==> config.mk <==
export PLATFORM = sky130hd
export DESIGN_NAME = rss_reset_sequencer
export DESIGN_NICKNAME = d
export VERILOG_FILES = /design/src/rtl/rss_pkg.sv /design/src/rtl/rss_tmr_if.sv /design/src/rtl/rss_reset_sequencer.sv /design/src/rtl/rss_delay_timer.sv /design/src/rtl/rss_pulse_filter.sv
export SDC_FILE = /design/constraint.sdc
export NUM_CORES = 1
export LEC_CHECK = 0
export ABC_AREA = 1
export BUFFER_PORTS_ARGS = -buffer_cell sky130_fd_sc_hd__buf_4
export CAP_MARGIN = 10
export CORE_UTILIZATION = 40
export CTS_CLUSTER_SIZE = 20
export DETAILED_ROUTE_END_ITERATION = 8
export GPL_TIMING_DRIVEN = 1
export PLACE_DENSITY = 0.63
export SKIP_LAST_GASP = 1
export SYNTH_ARGS = -nofsm -noshare
export SYNTH_HDL_FRONTEND = slang
export SYNTH_SLANG_ARGS = --single-unit
==> constraint.sdc <==
create_clock -name clk -period 3.9 [get_ports clk]
set_input_delay 1.17 -clock clk [delete_from_list [all_inputs] [get_ports clk]]
set_output_delay 1.17 -clock clk [all_outputs]
set_load 0.02 [all_outputs]
==> src/rtl/rss_pkg.sv <==
// Shared constants and types of the reset and start-up sequencer.
// Assumes a single 200 MHz clock; every count below is in clk cycles.
package rss_pkg;

    // ==========================================================
    // Clock and delay figures
    localparam int CLK_KHZ         = 200_000;
    localparam int POWER_UP_DELAY_TIMER_TIME_MS    = 64;
    localparam int POWER_UP_DELAY_TIMER_CYCLES     = POWER_UP_DELAY_TIMER_TIME_MS * CLK_KHZ;
    localparam int OST_CYCLES      = 1024;
    localparam int MASTER_CLEAR_INPUT_MIN_NS     = 2000;
    localparam int MASTER_CLEAR_INPUT_CYCLES     =
        (MASTER_CLEAR_INPUT_MIN_NS * (CLK_KHZ / 1000) + 999) / 1000;
    localparam int BOR_QUAL_US     = 100;
    localparam int BOR_QUAL_CYCLES = BOR_QUAL_US * (CLK_KHZ / 1000);

    // ==========================================================
    // Configuration space
    localparam logic [13:0] CFG_WORD_ADDR = 14'h2007;
    localparam logic [13:0] CAL_WORD_ADDR = 14'h2008;
    localparam logic [13:0] WORD_ERASED   = 14'h3FFF;
    localparam logic [13:0] WORD_ZERO     = 14'h0000;
    localparam int          CFG_XTAL_BIT  = 0;
    localparam int          CFG_POWER_UP_DELAY_ENABLE_BIT = 4;
    localparam int          CFG_BOREN_LO  = 8;
    localparam int          CFG_BOREN_HI  = 9;

    // ==========================================================
    // Types
    typedef enum logic [1:0] {
        BOR_OFF     = 2'h0,
        BOR_SW      = 2'h1,
        BOR_NOSLEEP = 2'h2,
        BOR_ON      = 2'h3
    } rss_bor_mode_t;

    typedef enum logic [2:0] {
        CAUSE_POR        = 3'h0,
        CAUSE_WDT_RUN    = 3'h1,
        CAUSE_WDT_SLEEP  = 3'h2,
        CAUSE_MASTER_CLEAR_INPUT_RUN   = 3'h3,
        CAUSE_MASTER_CLEAR_INPUT_SLEEP = 3'h4,
        CAUSE_BOR        = 3'h5,
        CAUSE_INT_WAKE   = 3'h6
    } rss_cause_t;

    typedef enum logic [2:0] {
        ST_SUPPLY = 3'h0,
        ST_POWER_UP_DELAY_TIMER   = 3'h1,
        ST_OST    = 3'h2,
        ST_RUN    = 3'h3,
        ST_SLEEP  = 3'h4
    } rss_state_t;

endpackage : rss_pkg

==> src/rtl/rss_tmr_if.sv <==
// Run/done handshake between the sequencer and one delay timer.
// Assumes both ends share clk.
`timescale 1ns/1ps
interface rss_tmr_if (
    input wire logic clk
);
    logic run;
    logic done;

    modport ctl (output run, input done);
    modport tmr (input clk, input run, output done);
endinterface : rss_tmr_if

==> src/rtl/rss_reset_sequencer.sv <==
// Reset and start-up sequencer: merges reset sources, runs the
// start-up delays, records the cause and handles sleep wake-up.
// Assumes rst_b is the power-on reset and all pins are synchronous.
`timescale 1ns/1ps
module rss_reset_sequencer
    import rss_pkg::*;
#(
    parameter int unsigned POWER_UP_DELAY_TIMER_COUNT = POWER_UP_DELAY_TIMER_CYCLES,
    parameter int unsigned OST_COUNT  = OST_CYCLES,
    parameter int unsigned BOR_COUNT  = BOR_QUAL_CYCLES,
    parameter int unsigned MASTER_CLEAR_INPUT_COUNT = MASTER_CLEAR_INPUT_CYCLES
) (
    input  wire logic        clk,
    input  wire logic        rst_b,
    input  wire logic        master_clear_input_b,
    input  wire logic        supply_above_threshold,
    input  wire logic        watchdog_timer_event,
    input  wire logic        sleep_enter,
    input  wire logic        interrupt_wake,
    input  wire logic        clear_watchdog_cmd,
    input  wire logic        sw_brown_out_enable,
    input  wire logic        prog_mode,
    input  wire logic        prog_write,
    input  wire logic        prog_bulk_erase,
    input  wire logic [13:0] prog_addr,
    input  wire logic [13:0] prog_wdata,
    output logic      [13:0] prog_rdata,
    output logic             core_reset,
    output logic             reg_reset,
    output logic             core_sleeping,
    output logic             brown_out_active,
    output logic             time_out_flag,
    output logic             power_down_flag,
    output rss_cause_t       reset_cause
);

    rss_state_t    state;
    rss_state_t    next_state;
    rss_bor_mode_t bor_mode;
    logic [13:0]   cfg_word;
    logic [13:0]   cal_word;
    logic          power_up_delay_enable;
    logic          xtal_mode;
    logic          bor_enabled;
    logic          bor_event;
    logic          master_clear_input_event;
    logic          active;
    logic          reset_path;
    logic          next_reset_path;

    rss_tmr_if power_up_delay_timer_if (.clk(clk));
    rss_tmr_if ost_if (.clk(clk));

    // ==========================================================
    // Configuration and calibration words
    // Nonvolatile: no reset, they keep their value across every reset.
    always_ff @(posedge clk) begin
        if (prog_mode && prog_bulk_erase) begin
            cfg_word <= WORD_ERASED;
        end else if (prog_mode && prog_write
                     && prog_addr == CFG_WORD_ADDR) begin
            cfg_word <= prog_wdata;
        end
    end

    always_ff @(posedge clk) begin
        if (prog_mode && !prog_bulk_erase && prog_write
            && prog_addr == CAL_WORD_ADDR) begin
            cal_word <= prog_wdata;
        end
    end

    always_ff @(posedge clk) begin
        if (!rst_b || !prog_mode) begin
            prog_rdata <= WORD_ZERO;
        end else if (prog_addr == CFG_WORD_ADDR) begin
            prog_rdata <= cfg_word;
        end else if (prog_addr == CAL_WORD_ADDR) begin
            prog_rdata <= cal_word;
        end else begin
            prog_rdata <= WORD_ZERO;
        end
    end

    // A programmed bit reads zero, so the delay and crystal options are active low here; the BOREN field is used as read
    assign power_up_delay_enable = !cfg_word[CFG_POWER_UP_DELAY_ENABLE_BIT];
    assign xtal_mode             = !cfg_word[CFG_XTAL_BIT];
    assign bor_mode = rss_bor_mode_t'(cfg_word[CFG_BOREN_HI:CFG_BOREN_LO]);

    // ==========================================================
    // Brown-out enable and input filters
    always_comb begin
        case (bor_mode)
            BOR_ON:      bor_enabled = 1'b1;
            BOR_NOSLEEP: bor_enabled = (state != ST_SLEEP);
            BOR_SW:      bor_enabled = sw_brown_out_enable;
            default:     bor_enabled = 1'b0;
        endcase
    end

    rss_pulse_filter #(.WIDTH(BOR_COUNT)) u_bor_filt (
        .clk       (clk),
        .rst_b     (rst_b),
        .level_in  (bor_enabled && !supply_above_threshold),
        .level_out (bor_event)
    );

    rss_pulse_filter #(.WIDTH(MASTER_CLEAR_INPUT_COUNT)) u_master_clear_input_filt (
        .clk       (clk),
        .rst_b     (rst_b),
        .level_in  (!master_clear_input_b),
        .level_out (master_clear_input_event)
    );

    // ==========================================================
    // Start-up timers
    assign power_up_delay_timer_if.run = (state == ST_POWER_UP_DELAY_TIMER);
    assign ost_if.run  = (state == ST_OST);

    rss_delay_timer #(.COUNT(POWER_UP_DELAY_TIMER_COUNT)) u_power_up_delay_timer (
        .t     (power_up_delay_timer_if.tmr),
        .rst_b (rst_b)
    );

    rss_delay_timer #(.COUNT(OST_COUNT)) u_ost (
        .t     (ost_if.tmr),
        .rst_b (rst_b)
    );

    // ==========================================================
    // Sequencer state
    assign active = (state == ST_RUN) || (state == ST_SLEEP);

    always_comb begin
        next_state      = state;
        next_reset_path = reset_path;
        case (state)
            ST_SUPPLY: begin
                if (supply_above_threshold && !master_clear_input_event) begin
                    if (power_up_delay_enable) begin
                        next_state = ST_POWER_UP_DELAY_TIMER;
                    end else if (xtal_mode) begin
                        next_state = ST_OST;
                    end else begin
                        next_state = ST_RUN;
                    end
                end
            end
            ST_POWER_UP_DELAY_TIMER: begin
                if (!supply_above_threshold) begin
                    next_state = ST_SUPPLY;
                end else if (power_up_delay_timer_if.done) begin
                    next_state = xtal_mode ? ST_OST : ST_RUN;
                end
            end
            ST_OST: begin
                if (ost_if.done) begin
                    next_state = ST_RUN;
                end
            end
            ST_RUN: begin
                if (sleep_enter) begin
                    next_state = ST_SLEEP;
                end
            end
            ST_SLEEP: begin
                if (interrupt_wake || watchdog_timer_event) begin
                    next_state = xtal_mode ? ST_OST : ST_RUN;
                end
            end
            default: next_state = ST_SUPPLY;
        endcase
        // Master-clear and brown-out override every step of the sequence; the watchdog resets only from ST_RUN
        if (master_clear_input_event || bor_event
            || (state == ST_RUN && watchdog_timer_event)) begin
            next_state      = ST_SUPPLY;
            next_reset_path = 1'b1;
        end else if (next_state == ST_RUN) begin
            next_reset_path = 1'b0;
        end
    end

    always_ff @(posedge clk) begin
        if (!rst_b) begin
            state      <= ST_SUPPLY;
            reset_path <= 1'b1;
        end else begin
            state      <= next_state;
            reset_path <= next_reset_path;
        end
    end

    // ==========================================================
    // Outputs
    // Unaffected-class registers take no reset from this block at all
    always_ff @(posedge clk) begin
        if (!rst_b) begin
            core_reset       <= 1'b1;
            reg_reset        <= 1'b1;
            core_sleeping    <= 1'b0;
            brown_out_active <= 1'b0;
        end else begin
            core_reset <= (next_state != ST_RUN)
                          && (next_state != ST_SLEEP);
            reg_reset  <= next_reset_path && (next_state != ST_RUN)
                          && (next_state != ST_SLEEP);
            core_sleeping    <= (next_state == ST_SLEEP);
            brown_out_active <= bor_enabled;
        end
    end

    // Causes are only taken from a running or sleeping core, so a held
    // pin or low supply during start-up keeps the first cause.
    always_ff @(posedge clk) begin
        if (!rst_b) begin
            reset_cause     <= CAUSE_POR;
            time_out_flag   <= 1'b1;
            power_down_flag <= 1'b1;
        end else if (active && master_clear_input_event) begin
            if (state == ST_SLEEP) begin
                reset_cause     <= CAUSE_MASTER_CLEAR_INPUT_SLEEP;
                time_out_flag   <= 1'b1;
                power_down_flag <= 1'b0;
            end else begin
                reset_cause <= CAUSE_MASTER_CLEAR_INPUT_RUN;
            end
        end else if (active && bor_event) begin
            reset_cause     <= CAUSE_BOR;
            time_out_flag   <= 1'b1;
            power_down_flag <= 1'b1;
        end else if (active && watchdog_timer_event) begin
            time_out_flag <= 1'b0;
            if (state == ST_SLEEP) begin
                reset_cause     <= CAUSE_WDT_SLEEP;
                power_down_flag <= 1'b0;
            end else begin
                reset_cause <= CAUSE_WDT_RUN;
            end
        end else if (state == ST_SLEEP && interrupt_wake) begin
            reset_cause     <= CAUSE_INT_WAKE;
            time_out_flag   <= 1'b1;
            power_down_flag <= 1'b0;
        end else if (state == ST_RUN && sleep_enter) begin
            time_out_flag   <= 1'b1;
            power_down_flag <= 1'b0;
        end else if (state == ST_RUN && clear_watchdog_cmd) begin
            time_out_flag   <= 1'b1;
            power_down_flag <= 1'b1;
        end
    end
endmodule : rss_reset_sequencer

==> src/rtl/rss_delay_timer.sv <==
// Delay counter: done rises after run has been high COUNT cycles.
// Assumes run stays high until done is seen; dropping run restarts.
`timescale 1ns/1ps
module rss_delay_timer
    import rss_pkg::*;
#(
    parameter int unsigned COUNT = 1
) (
    rss_tmr_if.tmr   t,
    input wire logic rst_b
);
    logic [31:0] cnt;

    // ==========================================================
    // Counter
    always_ff @(posedge t.clk) begin
        if (!rst_b || !t.run) begin
            cnt <= '0;
        end else if (cnt != COUNT) begin
            cnt <= cnt + 32'h1;
        end
    end

    assign t.done = t.run && (cnt == COUNT);
endmodule : rss_delay_timer

==> src/rtl/rss_pulse_filter.sv <==
// Pulse filter: output goes high only after WIDTH high samples in a row.
// Assumes level_in is synchronous to clk; output falls one cycle late.
`timescale 1ns/1ps
module rss_pulse_filter #(
    parameter int unsigned WIDTH = 1
) (
    input  wire logic clk,
    input  wire logic rst_b,
    input  wire logic level_in,
    output logic      level_out
);
    logic [31:0] cnt;

    // ==========================================================
    // Width counter
    always_ff @(posedge clk) begin
        if (!rst_b || !level_in) begin
            cnt <= '0;
        end else if (cnt != WIDTH) begin
            cnt <= cnt + 32'h1;
        end
    end

    always_ff @(posedge clk) begin
        if (!rst_b) begin
            level_out <= 1'b0;
        end else begin
            level_out <= level_in && (cnt >= WIDTH - 1);
        end
    end
endmodule : rss_pulse_filter

==> summary.txt, run 1 <==
Clocking
  – H-tree depth: 4
  – CTS tree: yes
  – Post_cts resized: 0
  – Worst-path clk slew: ~0.070 ns
  – Clk_lat worst skew: between 0.4 and 0.5 ns
  – Hold buffers post-CTS: 0
  – Sink Count: around 190
  – Max Root-Sink Buffers: 2
  – Number of setup buffers added after CTS: 0
  – Num CTS Buffers: 17
  – Root Buffer: clkbuf_16

Place
  – Routability cong.: between 0.9 and 1
  – IO Port Bufs: a little over 60
  – Dpl cells: between 1500 and 2000
  – Place WS: approximately 0.76 ns
  – Dpl hpwl: roughly 18000 um

Logic synthesis
  – Largest family of logic cells by synthesized area: simple AND/OR/NAND/NOR gates
  – Register area share after synthesis: between 40% and 50%
  – Count leader, synth: nand2_1
  – Post-Synth Simple-Gate Area: a little over a third
  – Post-synth EDFFs: 14
  – Area fraction in compound gates after synthesis: between 10% and 20%
  – Synthesized flop and latch total: between 150 and 200
  – Share of the synthesized area in the top cell type: 35.68%
  – Top cells by count, synth: nand2_1, inv_1, nor2_1, dfxtp_1, a21oi_1
  – Synth Area in Adders: approximately 1.0%
  – Xor/xnor share of the synthesized area: 1.187%
  – Mapped cell area: between 9000 and 10000 sq um
  – Synth area leader: dfxtp_1
  – Dominant cells by area after synthesis: dfxtp_1, nand2_1, inv_1
  – Syn nets: approximately 1400
  – Synth Flop Type: dfxtp_1
  – Yosys warning count: 0
  – Synth unique cells: a little over 50
  – Synthesized instance count: about 1400
  – Ys async rst share: 0%
  – Synth Area per Inst: about 6.9 sq um
  – Multiplexer share of the synthesized area: 0%

Detailed routing
  – DRT antenna net count: 0
  – Routed len/inst: 13.35 um
  – Vias: about 9000
  – First-iteration detailed-routing DRC count: 593
  – Final wirelength: roughly 24000 um
  – TritonRoute pass-1 iters: 5
  – Drt via density: around 5
  – Post-route DRC: 0

Timing
  – Slew headroom: 60.13%
  – Fin. Hold Viols: 0
  – Worst slew pin tran: 0.5966 ns
  – Max Slew Vio Count: 0
  – Fmax: around 0.37 GHz
  – Unrepaired setup endpoints after global routing: false
  – Skew final: between 0.01 and 0.015 ns
  – Setup TNS: 0 ns
  – Fin crit share: 69.51%
  – Crit path time final: 2.711 ns
  – Final setup fails: 0
  – Final worst-path setup slack: between 1 and 1.5 ns

Floorplanning
  – Die X: 156.9 um
  – Row Count: 56
  – # IOs: between 60 and 70
  – Die Area: between 20000 and 25000 sq um
  – DIE HEIGHT: 156.9 um
  – Area of the core: approximately 23000 sq um
  – Initial Util: around 41%

Global routing
  – Largest net degree at the start of global routing: 29
  – GRT Util Overall: about 20%
  – First-pass GRT wire length: between 30000 and 40000 um
  – Vias in the first global route: just over 8000
  – Initial antenna violation count: 0
  – Total congestion overflow: 0

Pwr
  – Clock share of power: between 40% and 50%
  – Switch share: about 25%
  – Register share of total power: 51.0%
  – Comb power frac: roughly 5.3%
  – Net Sw Power: around 0.94 mW
  – P_int: approximately 2.9 mW
  – P per Cell Area: 346.4 nW/um^2
  – P_leak: 4.161 nW
  – Peak supply drop: roughly 0.00025 V

Setup path
  – Arr. time, crit path: slightly above 3 ns
  – Setup crit end kind: register
  – Max FO, Critical Path: 28
  – Data required time at the worst endpoint: between 4 and 5 ns
  – Crit path kind: input port to register
  – Register-to-Register Setup Slack: a little under 2 ns
  – Worst R2R Path Depth: 9
  – CP Launch Type: input port

Cells and area
  – Layout cells sized above 1: 12.13%
  – Final net count: between 1500 and 2000
  – # diodes: 0
  – Non-Filler Instances: about 1800
  – Area grow syn2layout: 14.54%

Hold path
  – Hold path depth: 2
  – Type of the tightest min-delay check: register to register

Job
  – Max-cap violations: 0

Status
  – Status: completed
cells by family (layout without fill, tap and decap cells):
| logic type | after synthesis | after routing |
|---|---|---|
| AO/OA/AOI/OAI | 205 | 205 |
| adder cells (fa/ha/maj) | 8 | 8 |
| AND/OR/NAND/NOR | 732 | 732 |
| XOR/XNOR | 13 | 13 |
| flip-flops | 185 | 185 |
| buffers and inverters | 241 | 324 |
cell usage in the layout, fill, tap and decap left out, types with 4 or more instances in the layout:
cell type / n
or2_0: 9
nand2_1: 285
inv_2: 9
nand3b_1: 4
nand2_4: 4
nand3_1: 81
xor2_1: 10
o22ai_1: 14
nor2_1: 175
nor2_2: 15
edfxtp_1: 14
buf_4: 67
nand3_2: 5
o21ai_0: 49
ha_1: 8
clkbuf_16: 18
nor3_1: 43
or2_2: 6
inv_6: 6
nor3_2: 7
nand2_2: 10
dfxtp_1: 171
o211ai_1: 14
o21a_1: 6
nor2_4: 8
a21oi_1: 106
nor4_1: 20
inv_1: 214
o21ai_1: 4
and3_1: 6
nand4_1: 40
routing by layer:
metal  wire, um  part of all wire [%]  up-vias  track usage (%)
li1           -                     -     4648                -
met1      11190                    47     4121            25.69
met2      11450                    48      161            34.14
met3        941                   3.9       18            3.766
met4        259                   1.1        0            5.182
met5          0                     0        -                0
sequential cells by signal, indices dropped and copies added, names as in the netlist, 3 cells and up:
| register | cells |
|---|---|
| u_ost.cnt | 32 |
| cfg_word | 14 |
| u_bor_filt.cnt | 32 |
| state | 3 |
| u_power_up_delay_timer.cnt | 32 |
| prog_rdata | 14 |
| u_master_clear_input_filt.cnt | 32 |
| cal_word | 14 |
| reset_cause | 3 |
worst paths after layout:
path                                       end                             start
max reg2reg  u_master_clear_input_filt.cnt[24]  u_master_clear_input_filt.cnt[0]
min                         u_bor_filt.cnt[31]                u_bor_filt.cnt[31]
max                                cfg_word[9]                     prog_addr[11]
min reg2reg                 u_bor_filt.cnt[31]                u_bor_filt.cnt[31]
power groups by stage:
stage	clock, mW	combinational [mW]	sequential [mW]
final	1.66	0.202	1.94
after global routing	1.78	0.228	1.94
after CTS	1.70	0.205	1.94
after detailed placement	0	0.204	1.99
after global placement	0	0.202	1.99
after floorplan	0	0.110	1.99
area by class of cell:
cell class / instances / area [sq um]
clock buffers: 18 / 450.4
clock inverters: 14 / 110.1
fillers: 2405 / 12480
inverters: 225 / 847.1
multi-input cells: 958 / 4836
flip-flops and latches: 185 / 3844
well taps: 319 / 399.1
repair buffers: 67 / 503.0
stage by stage:
stage	cell area, sq um	hold WS [ns]	total power, mW	util (%)
after floorplan	9594	0.4373	2.100	-
after global placement	10430	0.4477	2.188	44.43
after detailed placement	10430	0.4545	2.190	44.43
after CTS	10990	0.4657	3.848	46.82
after global routing	10990	0.4936	3.952	46.82
final	10990	0.4667	3.807	46.82
critical path, cell delays in order:
cell and delay [ns]:
buf_4 0.11, nor2_1 0.09, nand3_1 0.08, nor3_2 0.30, nand2_1 0.44, nor2_4 0.62
nand2_1 0.12, o211ai_1 0.11
(Power assumes the default switching activity.)
==> run 2: changes to the inputs <==
Clock period 3.9 ns to 2.6 ns, I/O delays scaled along.
==> summary.txt, run 2 (same netlist as run 1, synthesis figures left out) <==
Global routing
  – GRT Util Overall: 20.18% (was 19.99%)
  – Initial antenna violation count: 0 (unchanged)
  – Total congestion overflow: 0 (unchanged)
  – Vias in the first global route: 8318 (was 8296)
  – First-pass GRT wire length: 39480 um (was 39320 um)
  – Largest net degree at the start of global routing: 29 (unchanged)

Timing
  – Fin crit share: roughly 74%
  – Fin. Hold Viols: 0 (unchanged)
  – Fmax: between 0.5 and 0.6 GHz
  – Max Slew Vio Count: 0 (unchanged)
  – Crit path time final: between 1.5 and 2 ns
  – Final setup fails: 0 (unchanged)
  – Setup TNS: 0 ns (unchanged)
  – Skew final: 0.01242 ns (was 0.01364 ns)
  – Worst slew pin tran: 0.5311 ns (was 0.5966 ns)
  – Worst hold margin: 0.4632 ns (was 0.4667 ns)
  – Slew headroom: 64.51% (was 60.13%)
  – Final worst-path setup slack: 0.6703 ns (was 1.189 ns)
  – Unrepaired setup endpoints after global routing: false (unchanged)

Setup path
  – Crit path kind: register to register (was input port to register)
  – Worst R2R End: u_master_clear_input_filt.cnt[24] (unchanged)
  – Reg2reg start: u_master_clear_input_filt.cnt[0] (unchanged)
  – Register-to-Register Setup Slack: 0.67 ns (was 1.97 ns)
  – Setup crit end kind: register (unchanged)
  – Data required time at the worst endpoint: 2.93 ns (was 4.24 ns)
  – Arr. time, crit path: 2.26 ns (was 3.05 ns)
  – Max FO, Critical Path: 7 (was 28)
  – Worst R2R Path Depth: 9 (unchanged)
  – CP Launch Type: register (was input port)

Clocking
  – H-tree depth: 4 (unchanged)
  – Clk_lat worst skew: 0.44 ns (was 0.43 ns)
  – Root Buffer: clkbuf_16 (unchanged)
  – Hold buffers post-CTS: 0 (unchanged)
  – Sink Count: 185 (unchanged)
  – Post_cts resized: 0 (unchanged)
  – Max Root-Sink Buffers: 2 (unchanged)
  – CTS tree: yes (unchanged)
  – Num CTS Buffers: 17 (unchanged)
  – Worst-path clk slew: 0.07 ns (about the same)
  – Number of setup buffers added after CTS: 0 (unchanged)

Place
  – Routability cong.: 0.9092 (was 0.9472)
  – Place WS: 0.3570 ns (was 0.7629 ns)
  – Dpl hpwl: 18080 um (was 18170 um)
  – Dpl cells: 1759 (was 1754)
  – IO Port Bufs: 62 (unchanged)
  – Cell Area, Placed: 10470 sq um (was 10430 sq um)

Cells and area
  – Most common cell after layout, fill and taps aside: nand2_1 (unchanged)
  – Commonest cells after routing, fill and taps aside: nand2_1, inv_1, nor2_1, dfxtp_1, a21oi_1 (unchanged)
  – # diodes: 0 (unchanged)
  – Area grow syn2layout: 15.36% (was 14.54%)
  – Non-Filler Instances: 1791 (was 1786)
  – Reg area: 3844 sq um (unchanged)
  – Final net count: 1507 (was 1502)
  – Layout cells sized above 1: 12.36% (was 12.13%)
  – Fillers: 2379 (was 2405)
  – Design area: 11070 sq um (was 10990 sq um)
  – Multi-input logic area: 4836 sq um (unchanged)

Hold path
  – Type of the tightest min-delay check: register to register (unchanged)
  – Hold_sp: u_bor_filt.cnt[31] (unchanged)
  – Hold EP: u_bor_filt.cnt[31] (unchanged)
  – Hold path depth: 2 (unchanged)

Floorplanning
  – Die Area: 24610 sq um (unchanged)
  – Area of the core: 23470 sq um (unchanged)
  – Row Count: 56 (unchanged)
  – Initial Util: 40.87% (unchanged)
  – DIE HEIGHT: 156.9 um (unchanged)
  – # IOs: 63 (unchanged)
  – Die X: 156.9 um (unchanged)

Job
  – Max-cap violations: 0 (unchanged)

Pwr
  – Peak supply drop: 0.0004000 V (was 0.0002453 V)
  – P_leak: 4.199 nW (was 4.161 nW)
  – P per Cell Area: 533.2 nW/um^2 (was 346.4 nW/um^2)

Status
  – Status: completed (unchanged)

Detailed routing
  – TritonRoute pass-1 iters: 7 (was 5)
  – First-iteration detailed-routing DRC count: 641 (was 593)
  – Drt via density: 4.993 (was 5.010)
  – Vias: 8942 (was 8948)
  – Routed len/inst: 13.22 um (was 13.35 um)
  – Post-route DRC: 0 (unchanged)
  – Final wirelength: 23680 um (was 23840 um)
  – DRT antenna net count: 0 (unchanged)
==> run 2: cell count changes in the layout (fill, tap and decap cells not counted) <==
cell        change
buf_4           +5
bufinv_16       +3
clkbuf_1        +1
clkbuf_16       -1
clkinv_4        -1
clkinvlp_4      +1
inv_6           -3
==> run 2: power breakdown <==
group / switching, mW / internal [mW] / leakage, nW
Clock: 1.17 / 1.52 / 0.281
Combinational: 0.185 / 0.115 / 2.41
Sequential: 0.0187 / 2.89 / 1.51
==> run 2: cell type report <==
type | count | share of cell area (%)
multi-input cells | 958 | 43.69
clock inverters | 14 | 1.560
clock buffers | 18 | 3.877
repair buffers | 72 | 4.884
well taps | 319 | 3.606
flip-flops and latches | 185 | 34.73
inverters | 225 | 7.653
==> run 2: worst max-delay path by stage <==
stage | slack (ns) | endpoint | from | cells after the start
CTS | 0.68 | u_master_clear_input_filt.cnt[24] | u_master_clear_input_filt.cnt[0] | 9
global route | 0.43 | u_master_clear_input_filt.cnt[24] | u_master_clear_input_filt.cnt[0] | 9
floorplan | 0.10 | cal_word[0] | prog_addr[11] | 6
finish | 0.67 | u_master_clear_input_filt.cnt[24] | u_master_clear_input_filt.cnt[0] | 9
detailed placement | 0.36 | cal_word[9] | prog_addr[11] | 7
global placement | 0.36 | cal_word[8] | prog_addr[11] | 7
==> run 2: metrics by stage <==
| step | util [%] | power, mW |
|---|---|---|
| after floorplan | - | 3.151 |
| after global placement | 44.59 | 3.280 |
| after detailed placement | 44.59 | 3.281 |
| after CTS | 47.15 | 5.950 |
| after global routing | 47.15 | 6.112 |
| final | 47.15 | 5.901 |
==> run 2: worst max-delay path, cell delays in order (launching register included) <==
cell	delay [ns]
dfxtp_1	0.46
ha_1	0.25
nand3_2	0.16
nor2_1	0.12
nand3_1	0.20
nor2_2	0.20
nand2_1	0.13
nor2_1	0.10
nand2_1	0.05
and3_1	0.16
==> run 2: metal layers <==
metal	up-vias	part of all wire, %	track usage (%)
li1	4663	-	-
met1	4055	48	26.83
met2	197	46	33.19
met3	27	4.5	3.766
met4	0	1.3	5.696
met5	-	0	0
